===== src/sig_pkg.sv =====
package sig_pkg;
   // register byte offsets
   localparam logic [7:0] REG_CTRL0   = 8'h00;
   localparam logic [7:0] REG_CTRL4   = 8'h04;
   localparam logic [7:0] REG_FEAT    = 8'h08;
   localparam logic [7:0] REG_SIMDCSR = 8'h0C;
   localparam logic [7:0] REG_STATUS  = 8'h10;
   // control 0 bit positions
   localparam int CR0_MON_BIT  = 1;
   localparam int CR0_TRAP_BIT = 2;
   localparam int CR0_TSW_BIT  = 3;
   localparam int CR0_NERR_BIT = 5;
   localparam int CR0_AMSK_BIT = 18;
   // control 4 bit positions
   localparam int CR4_SAVE_BIT = 9;
   localparam int CR4_XMF_BIT  = 10;
   // feature register bit positions
   localparam int FEAT_BASE     = 0;
   localparam int FEAT_BASE2    = 1;
   localparam int FEAT_EXT3     = 2;
   localparam int FEAT_SUPP     = 3;
   localparam int FEAT_EXT41    = 4;
   localparam int FEAT_EXT42    = 5;
   localparam int FEAT_FLUSH    = 6;
   localparam int FEAT_BITCOUNT = 7;
   localparam int FEAT_SAVE     = 8;
   localparam int FEAT_W        = 9;
   // simd control/status fields
   localparam int CSR_MASK_LO = 7;
   localparam int CSR_NUM_EXC = 6;
   localparam int CSR_W       = 16;
   localparam logic [15:0] CSR_RESET  = 16'h0000;
   localparam logic [8:0]  FEAT_RESET = 9'h1FF;
   // status register bit positions
   localparam int STAT_PROT_WRITE = 4;
   localparam logic [1:0] PRIV_USER = 2'h3;
   // operand size codes
   localparam logic [1:0] SIZE_128 = 2'h3;
   // instruction classes seen by the gate
   typedef enum logic [3:0] {
      CLS_BASE_FP, CLS_BASE_INT, CLS_MEDIA64, CLS_UNALIGNED_MOVE,
      CLS_X87_TRUNC, CLS_EXEMPT, CLS_LINE_FLUSH, CLS_BIT_COUNT,
      CLS_CRC32, CLS_EXT4_FP, CLS_REDUCED
   } sig_insn_t;
   // fault answered for one instruction
   typedef enum logic [2:0] {
      FLT_NONE, FLT_INVALID_OPCODE, FLT_DEVICE_UNAVAILABLE,
      FLT_GENERAL_PROTECTION, FLT_ALIGNMENT_CHECK, FLT_SIMD_FP
   } sig_fault_t;
endpackage


===== src/sig_align.sv =====
`timescale 1ns/100ps
module sig_align (
   // operand
   input  wire logic [1:0] size_i,
   input  wire logic [3:0] addr_lo_i,
   // result
   output logic            misaligned_o
);
   // size code n means an operand of 2**(n+1) bytes
   always_comb begin
      case (size_i)
         2'h0:    misaligned_o = addr_lo_i[0];
         2'h1:    misaligned_o = |addr_lo_i[1:0];
         2'h2:    misaligned_o = |addr_lo_i[2:0];
         default: misaligned_o = |addr_lo_i;
      endcase
   end
endmodule


===== src/sig_gate.sv =====
`timescale 1ns/100ps
module sig_gate (
   // clock and reset
   input  wire logic                  clk_i,
   input  wire logic                  rst_i,
   // wishbone slave
   input  wire logic                  wb_cyc_i,
   input  wire logic                  wb_stb_i,
   input  wire logic                  wb_we_i,
   input  wire logic [7:0]            wb_adr_i,
   input  wire logic [3:0]            wb_sel_i,
   input  wire logic [31:0]           wb_dat_i,
   output logic      [31:0]           wb_dat_o,
   output logic                       wb_ack_o,
   // instruction check request
   input  wire logic                  chk_valid_i,
   input  wire sig_pkg::sig_insn_t    chk_class_i,
   input  wire logic [2:0]            chk_feat_sel_i,
   input  wire logic                  chk_mem_i,
   input  wire logic                  chk_stack_i,
   input  wire logic [1:0]            chk_size_i,
   input  wire logic [3:0]            chk_addr_lo_i,
   input  wire logic [1:0]            chk_priv_i,
   input  wire logic                  chk_flags_align_i,
   input  wire logic [5:0]            chk_num_exc_i,
   // instruction check answer
   output logic                       rsp_valid_o,
   output sig_pkg::sig_fault_t        rsp_fault_o,
   output logic                       rsp_commit_o,
   output logic                       rsp_subst_o,
   // write of state save enable refused
   output logic                       wr_fault_o
);
   typedef struct packed {
      logic                 ack;
      logic [31:0]          rdata;
      logic                 mon;
      logic                 trap;
      logic                 tsw;
      logic                 nerr;
      logic                 amsk;
      logic                 os_save;
      logic                 os_xmf;
      logic [8:0]           feat;
      logic [15:0]          csr;
      logic                 prot_wr;
      logic                 wr_fault;
      logic                 rsp_valid;
      sig_pkg::sig_fault_t  fault;
      logic                 subst;
      sig_pkg::sig_fault_t  last_fault;
   } sig_state_t;

   sig_state_t st_q;
   sig_state_t st_d;

   logic       misaligned;
   logic       sel_feat;
   logic       wide;
   logic       fp_op;
   logic [5:0] unmasked;
   logic [5:0] masked;
   logic [31:0] wmask;
   logic [31:0] wval;
   logic       acc;
   sig_pkg::sig_fault_t chk_fault;

   sig_align u_align (
      .size_i       (chk_size_i),
      .addr_lo_i    (chk_addr_lo_i),
      .misaligned_o (misaligned)
   );

   assign sel_feat = st_q.feat[chk_feat_sel_i];
   assign wide     = chk_mem_i && (chk_size_i == sig_pkg::SIZE_128);
   assign fp_op    = (chk_class_i == sig_pkg::CLS_BASE_FP) ||
                     (chk_class_i == sig_pkg::CLS_EXT4_FP);
   assign unmasked = fp_op ? chk_num_exc_i & ~st_q.csr[12:7] : 6'h00;
   assign masked   = fp_op ? chk_num_exc_i & st_q.csr[12:7] : 6'h00;
   assign wmask    = {{8{wb_sel_i[3]}}, {8{wb_sel_i[2]}}, {8{wb_sel_i[1]}}, {8{wb_sel_i[0]}}};
   assign acc      = wb_cyc_i && wb_stb_i && !st_q.ack;

   // fault priority: invalid opcode, device, memory, numeric
   always_comb begin
      chk_fault = sig_pkg::FLT_NONE;
      case (chk_class_i)
         sig_pkg::CLS_EXEMPT: begin
            chk_fault = sig_pkg::FLT_NONE;
         end
         sig_pkg::CLS_LINE_FLUSH: begin
            if (!st_q.feat[sig_pkg::FEAT_FLUSH])
               chk_fault = sig_pkg::FLT_INVALID_OPCODE;
         end
         sig_pkg::CLS_BIT_COUNT: begin
            if (!st_q.feat[sig_pkg::FEAT_BITCOUNT])
               chk_fault = sig_pkg::FLT_INVALID_OPCODE;
         end
         sig_pkg::CLS_CRC32: begin
            if (!sel_feat)
               chk_fault = sig_pkg::FLT_INVALID_OPCODE;
         end
         sig_pkg::CLS_X87_TRUNC: begin
            if (!sel_feat || st_q.trap)
               chk_fault = sig_pkg::FLT_INVALID_OPCODE;
            else if (st_q.tsw)
               chk_fault = sig_pkg::FLT_DEVICE_UNAVAILABLE;
         end
         sig_pkg::CLS_MEDIA64: begin
            if (!sel_feat || st_q.trap)
               chk_fault = sig_pkg::FLT_INVALID_OPCODE;
            else if (st_q.tsw)
               chk_fault = sig_pkg::FLT_DEVICE_UNAVAILABLE;
         end
         default: begin
            if (!st_q.os_save)
               chk_fault = sig_pkg::FLT_INVALID_OPCODE;
            else if (!sel_feat)
               chk_fault = sig_pkg::FLT_INVALID_OPCODE;
            else if (st_q.trap)
               chk_fault = sig_pkg::FLT_INVALID_OPCODE;
            else if (st_q.tsw)
               chk_fault = sig_pkg::FLT_DEVICE_UNAVAILABLE;
         end
      endcase
      if (chk_fault == sig_pkg::FLT_NONE && chk_class_i != sig_pkg::CLS_EXEMPT) begin
         // stack segment wide misalignment takes the same fault
         if (wide && misaligned && chk_class_i != sig_pkg::CLS_UNALIGNED_MOVE)
            chk_fault = sig_pkg::FLT_GENERAL_PROTECTION;
         else if (chk_mem_i && !wide && misaligned && st_q.amsk && chk_flags_align_i &&
                  chk_priv_i == sig_pkg::PRIV_USER)
            chk_fault = sig_pkg::FLT_ALIGNMENT_CHECK;
         else if (|unmasked && chk_class_i != sig_pkg::CLS_REDUCED)
            // numeric error report flag never consulted
            chk_fault = st_q.os_xmf ? sig_pkg::FLT_SIMD_FP
                                    : sig_pkg::FLT_INVALID_OPCODE;
      end
   end

   always_comb begin
      st_d = st_q;
      st_d.ack = acc;
      st_d.wr_fault = 1'b0;
      st_d.rsp_valid = chk_valid_i;
      st_d.fault = chk_valid_i ? chk_fault : sig_pkg::FLT_NONE;
      st_d.subst = chk_valid_i && chk_fault == sig_pkg::FLT_NONE && |masked;
      if (chk_valid_i && chk_fault != sig_pkg::FLT_NONE)
         st_d.last_fault = chk_fault;
      wval = 32'h0000_0000;
      if (acc && wb_we_i) begin
         if (wb_adr_i == sig_pkg::REG_CTRL0) begin
            wval = (wb_dat_i & wmask) | ({13'h0000, st_q.amsk, 12'h000, st_q.nerr, 1'b0,
                   st_q.tsw, st_q.trap, st_q.mon, 1'b0} & ~wmask);
            st_d.mon  = wval[sig_pkg::CR0_MON_BIT];
            st_d.trap = wval[sig_pkg::CR0_TRAP_BIT];
            st_d.tsw  = wval[sig_pkg::CR0_TSW_BIT];
            st_d.nerr = wval[sig_pkg::CR0_NERR_BIT];
            st_d.amsk = wval[sig_pkg::CR0_AMSK_BIT];
         end else if (wb_adr_i == sig_pkg::REG_CTRL4) begin
            wval = (wb_dat_i & wmask) | ({21'h00_0000, st_q.os_xmf, st_q.os_save,
                   9'h000} & ~wmask);
            st_d.os_xmf = wval[sig_pkg::CR4_XMF_BIT];
            if (wval[sig_pkg::CR4_SAVE_BIT] && !st_q.feat[sig_pkg::FEAT_SAVE]) begin
               st_d.wr_fault = 1'b1;
               st_d.prot_wr = 1'b1;
            end else begin
               st_d.os_save = wval[sig_pkg::CR4_SAVE_BIT];
            end
         end else if (wb_adr_i == sig_pkg::REG_FEAT) begin
            wval = (wb_dat_i & wmask) | ({23'h00_0000, st_q.feat} & ~wmask);
            st_d.feat = wval[8:0];
         end else if (wb_adr_i == sig_pkg::REG_SIMDCSR) begin
            wval = (wb_dat_i & wmask) | ({16'h0000, st_q.csr} & ~wmask);
            st_d.csr = wval[15:0];
         end else if (wb_adr_i == sig_pkg::REG_STATUS) begin
            // set comes only from a control 4 write, so it never meets this clear
            if (wb_sel_i[0] && wb_dat_i[sig_pkg::STAT_PROT_WRITE])
               st_d.prot_wr = 1'b0;
         end
      end
      // simd numeric flags stick; a new event wins over a clear
      if (chk_valid_i && fp_op && chk_fault != sig_pkg::FLT_GENERAL_PROTECTION &&
          chk_fault != sig_pkg::FLT_ALIGNMENT_CHECK)
         st_d.csr[5:0] = st_d.csr[5:0] | masked | unmasked;
      st_d.rdata = 32'h0000_0000;
      if (acc && !wb_we_i) begin
         if (wb_adr_i == sig_pkg::REG_CTRL0)
            st_d.rdata = {13'h0000, st_q.amsk, 12'h000, st_q.nerr, 1'b0,
                          st_q.tsw, st_q.trap, st_q.mon, 1'b0};
         else if (wb_adr_i == sig_pkg::REG_CTRL4)
            st_d.rdata = {21'h00_0000, st_q.os_xmf, st_q.os_save, 9'h000};
         else if (wb_adr_i == sig_pkg::REG_FEAT)
            st_d.rdata = {23'h00_0000, st_q.feat};
         else if (wb_adr_i == sig_pkg::REG_SIMDCSR)
            st_d.rdata = {16'h0000, st_q.csr};
         else if (wb_adr_i == sig_pkg::REG_STATUS)
            st_d.rdata = {27'h000_0000, st_q.prot_wr, 1'b0, st_q.last_fault};
      end
      if (rst_i) begin
         st_d = '0;
         st_d.feat = sig_pkg::FEAT_RESET;
         st_d.csr = sig_pkg::CSR_RESET;
      end
   end

   always_ff @(posedge clk_i) begin
      st_q <= st_d;
   end

   assign wb_ack_o     = st_q.ack;
   assign wb_dat_o     = st_q.rdata;
   assign rsp_valid_o  = st_q.rsp_valid;
   assign rsp_fault_o  = st_q.fault;
   assign rsp_commit_o = st_q.rsp_valid && st_q.fault == sig_pkg::FLT_NONE;
   assign rsp_subst_o  = st_q.subst;
   assign wr_fault_o   = st_q.wr_fault;
endmodule


===== config.mk =====
export PLATFORM = sky130hd
export DESIGN_NAME = sig_gate
export DESIGN_NICKNAME = d
export VERILOG_FILES = /design/src/sig_pkg.sv /design/src/sig_align.sv /design/src/sig_gate.sv
export SDC_FILE = /design/constraint.sdc
export NUM_CORES = 1
export LEC_CHECK = 0
export BUFFER_PORTS_ARGS = -buffer_cell sky130_fd_sc_hd__buf_2
export CAP_MARGIN = 10
export CELL_PAD_IN_SITES_DETAIL_PLACEMENT = 1
export CELL_PAD_IN_SITES_GLOBAL_PLACEMENT = 2
export CORE_UTILIZATION = 30
export DETAILED_ROUTE_END_ITERATION = 10
export GPL_TIMING_DRIVEN = 0
export PLACE_DENSITY = 0.88
export SLEW_MARGIN = 30
export SYNTH_ARGS = -nofsm -noshare
export SYNTH_HDL_FRONTEND = slang
export SYNTH_SLANG_ARGS = --single-unit

===== constraint.sdc =====
create_clock -name clk_i -period 4.89 [get_ports clk_i]
set_input_delay 0.489 -clock clk_i [delete_from_list [all_inputs] [get_ports clk_i]]
set_output_delay 0.489 -clock clk_i [all_outputs]
set_load 0.05 [all_outputs]

# Word level (Yosys, flattened, before mapping)
# Index checks and enable logic that the tools add are counted.
[word_totals] regBits=75 in_bits=74 output_inout_bits=40
[op_classes] order_cmp=1 n_eq_ne=23 n_mux=36 n_bitwise=22 n_reduce_logical=58
[op_table] operator="16-bit 2-to-1 mux" n=3
[op_table] operator="19-bit bitwise AND" n=2
[op_table] operator="6-bit 2-to-1 mux" n=5
[op_table] operator="1-bit logical AND" n=23
[op_table] operator="19-bit 2-to-1 mux" n=1
[op_table] operator="19-bit inverter" n=1
[op_table] operator="19-bit OR" n=1
[op_table] operator="6-bit OR reduction" n=3
[op_table] operator="16-bit bitwise AND" n=1
[op_table] operator="4-bit by 3-bit equality test with 1-bit output, second input constant" n=4
[op_table] operator="8-bit by 4-bit equality test with 1-bit output, second input constant" n=2
[op_table] operator="8-bit 2-to-1 mux" n=2
[op_table] operator="16-bit OR" n=1
[op_table] operator="3-bit 2-to-1 mux" n=5
[op_table] operator="6-bit bitwise AND" n=2
[op_table] operator="2-bit 2-to-1 mux" n=6
[op_table] operator="6-bit OR" n=2
[op_table] operator="4-bit OR reduction" n=3
[op_table] operator="11-bit bitwise AND" n=1
[op_table] operator="11-bit OR" n=1
[op_table] operator="2-bit case mux with 5 select lines" n=1
[op_table] operator="9-bit bitwise AND" n=1
[op_table] operator="3-bit logical NOT" n=3
[op_table] operator="1-bit 2-to-1 mux" n=9
[op_table] operator="35 further kinds" n=57

# Depth between registers and ports, before layout
# Gate-level depths: netlist (run 1).
[logic_depth] word_depth=15 depth_mapped=7

# Hierarchy
# From an unflattened synthesis (run 1), not the netlist that was laid out.
[unflattened] cells_unflattened=339 hier_area_um2=3056.7
[by_module_without_submodules] mod="sig_gate" instances=1 cells_each=336 area_per_inst_um2=3032.9 seq_area_each_um2=1201.2
[by_module_without_submodules] mod="sig_align" instances=1 cells_each=3 area_per_inst_um2=23.8 seq_area_each_um2=0.0

# Least setup slack after synthesis (run 1)
# No wires, ideal clock.
[synth_timing] path_type="flip-flop to output port" from="register st_q, in the netlist rsp_valid_o" to="output port rsp_commit_o" arrival_ns=2.282 slack_ns=2.119 path_stages_with_launch=2 cell_sequence="dfxtp_1 nor4b_1"
[synth_between] elab_chain_cells=1
[synth_lines] item="start: declaration" line="sig_gate.sv:54" source="sig_state_t st_q;"
[synth_lines] item="start signal: assignment" line="sig_gate.sv:206" source="st_q <= st_d;"
[synth_lines] item="1-bit logical AND" line="sig_gate.sv:213" source="assign rsp_commit_o = st_q.rsp_valid && st_q.fault == sig_pkg::FLT_NONE;"
[synth_lines] item="end: declaration" line="sig_gate.sv:29" source="output logic rsp_commit_o,"
# Every way passes these cells.

==> flow_metrics.tcl, run 1 <==
set metrics [dict create \
    placed_cells 564 \
    cts_buffers 9 \
    dieArea_sq_mm 0.0104 \
    via_per_inst 4.76 \
    start_kind "flop" \
    core.rowCount 36 \
    layout-drive-gt1-share_pct 32.4 \
    setup_viol 0 \
    timing.final.crit_share_pct 47.9 \
    routed-via-count 2762 \
    skew_ns 0.00672 \
    clk_pin_slew_worst_paths_ns 0.07 \
    synth_seq_area_share_pct 40.1 \
    power.switching_w 0.000308 \
    cts_root_buffer "clkbuf_8" \
    synth_edf_count 0 \
    setup-tns-final_ns 0 \
    synthFlopType "dfxtp_1" \
    post_cts_resized 0 \
    cp_cell_sequence "mux4_2 -> mux2i_1 -> o21bai_1 -> o21ai_2 -> a31oi_1 -> o2bb2ai_1" \
    run_status "complete, no violations" \
    async_reset_ff_share_pct 0 \
    first_pass_iters 4 \
    gp_congestion 0.864 \
    cts_tree "done" \
    worstSetupEndpointType "flop" \
    clkLatencyLatePin_ns 0.35 \
    cp_num_cells 6 \
    synth_top_area_share_pct 40.1 \
    fillers 1233 \
    grt_pass1_vias 2829 \
    cts_buffer_depth 2 \
    avgSynthCellArea_sq_um 8.82 \
    p_int_w 0.000775 \
    grt_setup_unrepaired "no" \
    antenna_found_initial 0 \
    drt-total-wl_microns 8960 \
    p_sw_share_pct 28.4 \
    ys_ff_latch 60 \
    max-slew-margin-rel_pct 56.5 \
    ctsHoldBuffers 0 \
    grt_max_degree 13 \
    drc 0 \
    slowest_delay_ns 0.49 \
    final_common_cell "buf_2" \
    final.min_clock_period_ns 2.34 \
    ant_nets 0 \
    grt_pass1_wl_microns 14300 \
    hp-class "input port to flop" \
    vdd_ir_drop_max_mv 0.115 \
    cap_viol_max_count 0 \
    die_w_microns 102 \
    rrSetupSlack_ns 2.55 \
    path_class "flop to flop" \
    final_cell_mix "buf_2, dfxtp_1, buf_4" \
    syn_area_sq_mm 0.00300 \
    synth_area_leaders "dfxtp_1, buf_4, mux2i_1, nand3_1, nand2_1" \
    critPathBufInv 0 \
    multi_input_area_sq_mm 0.00149 \
    comb_power_share_pct 11.8 \
    dieHeight_microns 102 \
    cts_sinks 60 \
    reg2reg_depth 6 \
    synth_cells 340 \
    cts_max_level 3 \
    netlist-cell-type-count 53 \
    seqCellArea_sq_mm 0.00120 \
    crit_arrival_ns 2.62 \
    antenna_cells 0 \
    place.port_buffers 77 \
    p_leak_nw 1.79 \
    setup_slack_ns 2.55 \
    drt_iter0_drc 112 \
    pre_cts_ws_ns 2.29 \
    design.core.area_sq_mm 0.00973 \
    wl_per_cell_microns 15.4 \
    p_total_w 0.00108 \
    hold_viol_final 0 \
    yosys.area.top_type "dfxtp_1" \
    r2r-end "st_q[11]$_SDFF_PP0_" \
    tightestPinTransition_ns 0.647 \
    grt_overflow_total 0 \
    ios 114 \
    crit_fanout 6 \
    cp.required_ns 5.16 \
    finalNonFillerCells 580 \
    pwr-share-clk_pct 42.5 \
    grt_use_total_pct 18.4 \
    pwr-share-seq_pct 45.7 \
    area_delta_synth_final_pct 26.8 \
    max_freq_mhz 427 \
    crit_end "st_q[11]$_SDFF_PP0_" \
    post_cts_buffers 0 \
    powerDensity_mw_per_mm2 285 \
    nets 516 \
    crit_family "compound AO/OA/AOI/OAI gates" \
    yosys_warnings 0 \
    hpwlAfterDp_microns 6990 \
    initial_utilization_pct 30.8 \
    slew_violations 0 \
    cp_slowest_cell "a31oi_1" \
]
[per-stage QoR]
| step | utilization, % | cell area, sq um | hold WS [ns] |
|---|---|---|---|
| floorplan | - | 3050 | 0.430 |
| global placement | 37.0 | 3600 | 0.434 |
| detailed placement | 37.0 | 3600 | 0.448 |
| CTS | 39.1 | 3800 | 0.370 |
| global route | 39.1 | 3800 | 0.382 |
| finish | 39.1 | 3800 | 0.374 |
[synthesized netlist by cell type (3+ instances only)]
master      n
a21boi_0    3
inv_1      13
nor2_1     28
nand2b_1    3
nand2_1    35
a222oi_1    4
a21oi_1     9
clkbuf_1    9
nand3_1    28
buf_4      36
o2bb2ai_1   6
dfxtp_1    60
a21o_1      4
a22oi_1     9
o21ai_0     3
nor3_1      9
o22ai_1     3
nor4_1      3
and2_1      9
mux2i_1    21
nor2b_1     4
[kinds of logic after synthesis]
| kind of cell | after synthesis | synth area share [%] |
|---|---|---|
| AOI/OAI and AO/OA | 57 | 14.8 |
| xor gates and xnor gates | 2 | 0.584 |
| buffers and inverters | 60 | 12.1 |
| DFF | 60 | 40.1 |
| muxes | 25 | 9.27 |
| other | 1 | 0.125 |
| and+or+nand+nor | 135 | 23.1 |
[tightest hold or removal path, delay by kind of cell]
kind,cells,cell delay (ns)
buffers and inverters,1,0.07
and+or+nand+nor,1,0.07
muxes,1,0.05
[cell type report]
cell class / instances / area share [%]
Buffer: 47 / 8.23
Multi-Input combinational cell: 234 / 39.1
Inverter: 13 / 1.28
Sequential cell: 60 / 31.6
Clock buffer: 9 / 3.26
Clock inverter: 7 / 1.97
Tap cell: 133 / 4.38
Timing Repair Buffer: 77 / 10.1
[worst min path at each step]
stage | cells past startpoint | to | from
global placement | 1 | wb_dat_o[13]$_SDFF_PP0_ | flop
detailed placement | 1 | wb_dat_o[14]$_SDFF_PP0_ | flop
global route | 3 | flop | wb_dat_i[11]
floorplan | 1 | wb_dat_o[13]$_SDFF_PP0_ | flop
finish | 3 | flop | wb_dat_i[11]
CTS | 3 | flop | wb_dat_i[11]
[power groups by stage]
| stage | registers, W | logic, W | clock network, W |
|---|---|---|---|
| finish | 0.000495 | 0.000128 | 0.000460 |
| detailed placement | 0.000506 | 0.000127 | 0 |
| global placement | 0.000506 | 0.000125 | 0 |
| floorplan | 0.000508 | 0.0000804 | 0 |
| CTS | 0.000495 | 0.000128 | 0.000468 |
| global route | 0.000495 | 0.000138 | 0.000492 |
[per-layer routing]
layer / vias up / share of wire (%) / wire [microns] / global-route usage (%)
met5: - / 0 / 0 / 0
met1: 1298 / 45 / 4040 / 22.5
met3: 14 / 5.3 / 478 / 4.10
met2: 88 / 48 / 4290 / 31.4
met4: 0 / 1.7 / 148 / 7.25
li1: 1362 / - / - / -
Power figures use the tool's default switching activity.
==> run 2: changes to the inputs <==
--- a/config.mk
+++ b/config.mk
@@ -9,10 +9,10 @@
 export CAP_MARGIN = 10
 export CELL_PAD_IN_SITES_DETAIL_PLACEMENT = 1
 export CELL_PAD_IN_SITES_GLOBAL_PLACEMENT = 2
-export CORE_UTILIZATION = 30
+export CORE_UTILIZATION = 25
 export DETAILED_ROUTE_END_ITERATION = 10
 export GPL_TIMING_DRIVEN = 0
-export PLACE_DENSITY = 0.88
+export PLACE_DENSITY = 0.79
 export SLEW_MARGIN = 30
 export SYNTH_ARGS = -nofsm -noshare
 export SYNTH_HDL_FRONTEND = slang
==> constraint.sdc (replaced) <==
create_clock -name clk_i -period 1.9 [get_ports clk_i]
set_input_delay 0.19 -clock clk_i [delete_from_list [all_inputs] [get_ports clk_i]]
set_output_delay 0.19 -clock clk_i [all_outputs]
set_load 0.05 [all_outputs]
==> flow_metrics.tcl, run 2 (synthesis gave the netlist of run 1 again) <==
set metrics [dict create \
    run_status "finished with violations" \
    violations "design-rule violations, negative setup slack" \
    hp-class "input port to flop" \
    initial_utilization_pct 25.9 \
    cts_buffer_depth 2 \
    pre_cts_ws_ns -0.410 \
    vdd_ir_drop_max_mv 0.394 \
    antenna_found_initial 0 \
    setup_viol 2 \
    ctsHoldBuffers 0 \
    grt_use_total_pct 15.3 \
    grt_pass1_wl_microns 14800 \
    crit_fanout 3 \
    nets 523 \
    final.min_clock_period_ns 1.96 \
    hold_depth 3 \
    crit_arrival_ns 2.19 \
    wl_per_cell_microns 15.6 \
    start_kind "flop" \
    timing.final.crit_share_pct 103 \
    drt-total-wl_microns 9320 \
    drc 2 \
    setup_slack_ns -0.0586 \
    routed-via-count 2743 \
    rrSetupSlack_ns -0.06 \
    hpwlAfterDp_microns 7260 \
    die_w_microns 112 \
    gp_congestion 0.825 \
    slew_violations 0 \
    place.port_buffers 77 \
    dieArea_sq_mm 0.0124 \
    cts_tree "done" \
    path_class "flop to flop" \
    cts_sinks 60 \
    p_total_w 0.00321 \
    p_leak_nw 1.90 \
    grt_overflow_total 0 \
    cts_max_level 3 \
    dieHeight_microns 112 \
    powerDensity_mw_per_mm2 784 \
    drt_iter0_drc 119 \
    grt_pass1_vias 2770 \
    first_pass_iters 9 \
    grt_max_degree 11 \
    antenna_cells 0 \
    final_cell_mix "buf_2, dfxtp_1, buf_4" \
    place_area_sq_mm 0.00363 \
    cap_viol_max_count 0 \
    layout-drive-gt1-share_pct 38.5 \
    reg2reg_depth 6 \
    final_common_cell "buf_2" \
    post-route-cell-area_sq_mm 0.00410 \
    min-delay-start "wb_dat_i[18]" \
    max-slew-margin-rel_pct 53.5 \
    cts_buffers 9 \
    cts_root_buffer "clkbuf_16" \
    grt_setup_unrepaired "yes" \
    r2r-end "rsp_subst_o$_SDFF_PP0_" \
    max_freq_mhz 511 \
    tightestPinTransition_ns 0.692 \
    area_delta_synth_final_pct 36.6 \
    via_per_inst 4.59 \
    core.rowCount 39 \
    skew_ns 0.00423 \
    ant_nets 0 \
    worstSetupEndpointType "flop" \
    design.core.area_sq_mm 0.0116 \
    clk_pin_slew_worst_paths_ns 0.05 \
    cp.required_ns 2.13 \
    clkLatencyLatePin_ns 0.32 \
    ios 114 \
    hold_viol_final 0 \
]
-- run 2: cell types whose count changed in the layout (fill, tap and decap cells not counted), sizes merged --
cell	before	now
clkinv	1	3
clkinvlp	3	1
inv	15	13
clkbuf	18	19
buf	115	123
-- run 2: area by class of cell --
class                   count  area [sq um]
well taps                 143           179
plain buffers              46           310
fillers                  1367          7470
inverters                  13          48.8
clock buffers              11           233
repair buffers             85           449
flip-flops and latches     60          1210
clock inverters             5          52.6
multi-input cells         234          1610
-- run 2: worst max path at each step --
stage,from,end,slack (ns),cells after the start
floorplan,wb_ack_o$_SDFF_PP0_,st_q[11]$_SDFF_PP0_,0.03,7
global placement,wb_adr_i[7],flop,-0.39,7
detailed placement,wb_adr_i[7],flop,-0.41,7
CTS,flop,rsp_subst_o$_SDFF_PP0_,-0.07,6
global route,flop,rsp_subst_o$_SDFF_PP0_,-0.13,6
finish,flop,rsp_subst_o$_SDFF_PP0_,-0.06,6
-- run 2: metal layers --
layer  wire (microns)  share of wire [%]  GRT usage [%]
met1             4370                 47           20.7
met4               64               0.69           4.05
met2             4400                 47           24.5
met5                0                  0              0
met3              493                5.3           3.59
-- run 2: power by group --
part           total (W)  internal, W  leakage (nW)  switching [W]
combinational   0.000357     0.000129          1.28       0.000228
sequential       0.00127      0.00127         0.482     0.00000695
clock            0.00158      0.00101         0.139       0.000573
-- run 2: what timing repair did --
action / 4_1_cts / 5_1_grt
setup endpoints to repair: 25 / 44
setup buffers: 0 / 8
resized for setup: 10 / 23
pin swaps: 0 / 5
hold endpoints to repair: 0 / 0
-- run 2: through the flow --
stage / instances / hold WS [ns] / utilization (%) / TNS [ns]
6_report: 597 / 0.106 / 35.4 / -0.0870
5_1_grt: 597 / 0.112 / 35.4 / -0.499
3_5_place_dp: 574 / 0.435 / 31.4 / -13.69
3_3_place_gp: 574 / 0.426 / 31.4 / -12.53
4_1_cts: 589 / 0.105 / 34.2 / -0.291
2_1_floorplan: 354 / 0.307 / - / 0
-- run 2: critical path, stage by stage (launching register included) --
cell	delay, ns
dfxtp_4	0.34
mux4_2	0.49
mux2i_4	0.24
nor3_4	0.10
a2111oi_4	0.26
nand2_1	0.17
a311oi_2	0.27
==> run 3: changes to the inputs <==
--- a/config.mk
+++ b/config.mk
@@ -13,6 +13,7 @@
 export DETAILED_ROUTE_END_ITERATION = 10
 export GPL_TIMING_DRIVEN = 0
 export PLACE_DENSITY = 0.79
+export SKIP_CTS_REPAIR_TIMING = 1
 export SLEW_MARGIN = 30
 export SYNTH_ARGS = -nofsm -noshare
 export SYNTH_HDL_FRONTEND = slang
==> flow_metrics.tcl, run 3 (synthesis gave the netlist of run 1 again) <==
set metrics [dict create \
    via_per_inst 4.64 \
    first_pass_iters 8 \
    die_w_microns 112 \
    use_met1_pct 20.7 \
    antenna_found_initial 0 \
    placed_cells 574 \
    run_status "finished with violations" \
    p_total_w 0.00321 \
    clkLatencyLatePin_ns 0.32 \
    grt_use_total_pct 15.2 \
    hold-worst-slack_ns 0.106 \
    hp-class "input port to flop" \
    ios 114 \
    cts_buffers 9 \
    drc 2 \
    hpwlAfterDp_microns 7260 \
    finalNonFillerCells 596 \
    initial_utilization_pct 25.9 \
    area_delta_synth_final_pct 36.5 \
    final.min_clock_period_ns 1.94 \
    powerDensity_mw_per_mm2 785 \
    drt-total-wl_microns 9480 \
    slew_violations 0 \
    wl_per_cell_microns 15.9 \
    hold_depth 3 \
    dieArea_sq_mm 0.0124 \
    seqCellArea_sq_mm 0.00121 \
    routed-via-count 2764 \
    violations "design-rule violations, negative setup slack" \
    antenna_cells 0 \
    ant_nets 0 \
    multi_input_area_sq_mm 0.00162 \
    worstSetupEndpointType "flop" \
    nets 522 \
    design.core.area_sq_mm 0.0116 \
    cp.required_ns 2.13 \
    met2_usage_pct 24.1 \
    core.rowCount 39 \
    rrSetupSlack_ns -0.04 \
    final_common_cell "buf_2" \
    gp_congestion 0.825 \
    grt_setup_unrepaired "yes" \
    reg2reg_depth 7 \
    grt_max_degree 11 \
    grt_pass1_wl_microns 14700 \
    cts_sinks 60 \
    cts_buffer_depth 2 \
    skew_ns 0.00612 \
    drt_iter0_drc 95 \
    grt_pass1_vias 2756 \
    layout-drive-gt1-share_pct 38.2 \
    crit_fanout 3 \
    clk_pin_slew_worst_paths_ns 0.05 \
    timing.final.crit_share_pct 102 \
    cts_tree "done" \
    grtUsageMet3_pct 3.59 \
    vdd_ir_drop_max_mv 0.394 \
    path_class "flop to flop" \
    grt_overflow_total 0 \
    max_freq_mhz 515 \
    r2r-end "st_q[0]$_SDFFE_PP0P_" \
    setup_viol 2 \
    hold_viol_final 0 \
    cap_viol_max_count 0 \
    cts_max_level 3 \
    tightestPinTransition_ns 0.697 \
    max-slew-margin-rel_pct 53.1 \
    setup_slack_ns -0.0411 \
    fillers 1365 \
    cts_root_buffer "clkbuf_16" \
    crit_arrival_ns 2.17 \
    final_cell_mix "buf_2, dfxtp_1, buf_4" \
    min-delay-start "wb_dat_i[18]" \
    grt.busiest_layer "met2" \
    p_leak_nw 1.89 \
    dieHeight_microns 112 \
    place.port_buffers 77 \
    fin_util_pct 35.4 \
    start_kind "flop" \
]
-- run 3: how the worst max path moves through the flow --
stage,depth (start not counted),slack [ns],start,end
6_report,7,-0.04,flop,st_q[0]$_SDFFE_PP0P_
5_1_grt,7,-0.14,flop,st_q[0]$_SDFFE_PP0P_
3_5_place_dp,7,-0.41,wb_adr_i[7],flop
4_1_cts,6,-0.37,flop,st_q[12]$_SDFF_PP0_
2_1_floorplan,7,0.03,wb_ack_o$_SDFF_PP0_,st_q[11]$_SDFF_PP0_
3_3_place_gp,7,-0.39,wb_adr_i[7],flop
-- run 3: power by group --
group / switching, W / leakage [nW] / internal (W)
clock network: 0.000577 / 0.139 / 0.00101
logic: 0.000228 / 1.27 / 0.000127
registers: 0.00000716 / 0.482 / 0.00127
total: 0.000813 / 1.89 / 0.00240
-- run 3: area by class of cell --
cell class              count  share of cell area (%)
flip-flops and latches     60                    29.7
clock buffers              11                    5.69
plain buffers              46                    7.58
well taps                 143                    4.37
repair buffers             84                    10.7
inverters                  13                    1.19
multi-input cells         234                    39.5
clock inverters             5                    1.28
-- run 3: metrics by stage --
stage | worst slack (ns) | setup TNS (ns) | area (sq um)
floorplan | 0.0280 | 0 | 3060
global placement | -0.394 | -12.53 | 3630
detailed placement | -0.410 | -13.69 | 3630
CTS | -0.368 | -3.85 | 3910
global route | -0.143 | -0.618 | 4090
finish | -0.0411 | -0.0504 | 4090
-- run 3: metal layers --
metal / wire length [microns] / share of wire [%]
met5: 0 / 0
met4: 64 / 0.67
met3: 468 / 4.9
met2: 4520 / 48
met1: 4430 / 47
-- run 3: worst max-delay path, cell delays in order (launching register included) --
cell and delay, ns:
dfxtp_4 0.34, mux4_2 0.49, mux2i_4 0.24, nor3_4 0.10, a2111oi_4 0.27, buf_4 0.17, nor2b_1 0.03, o32ai_1 0.20
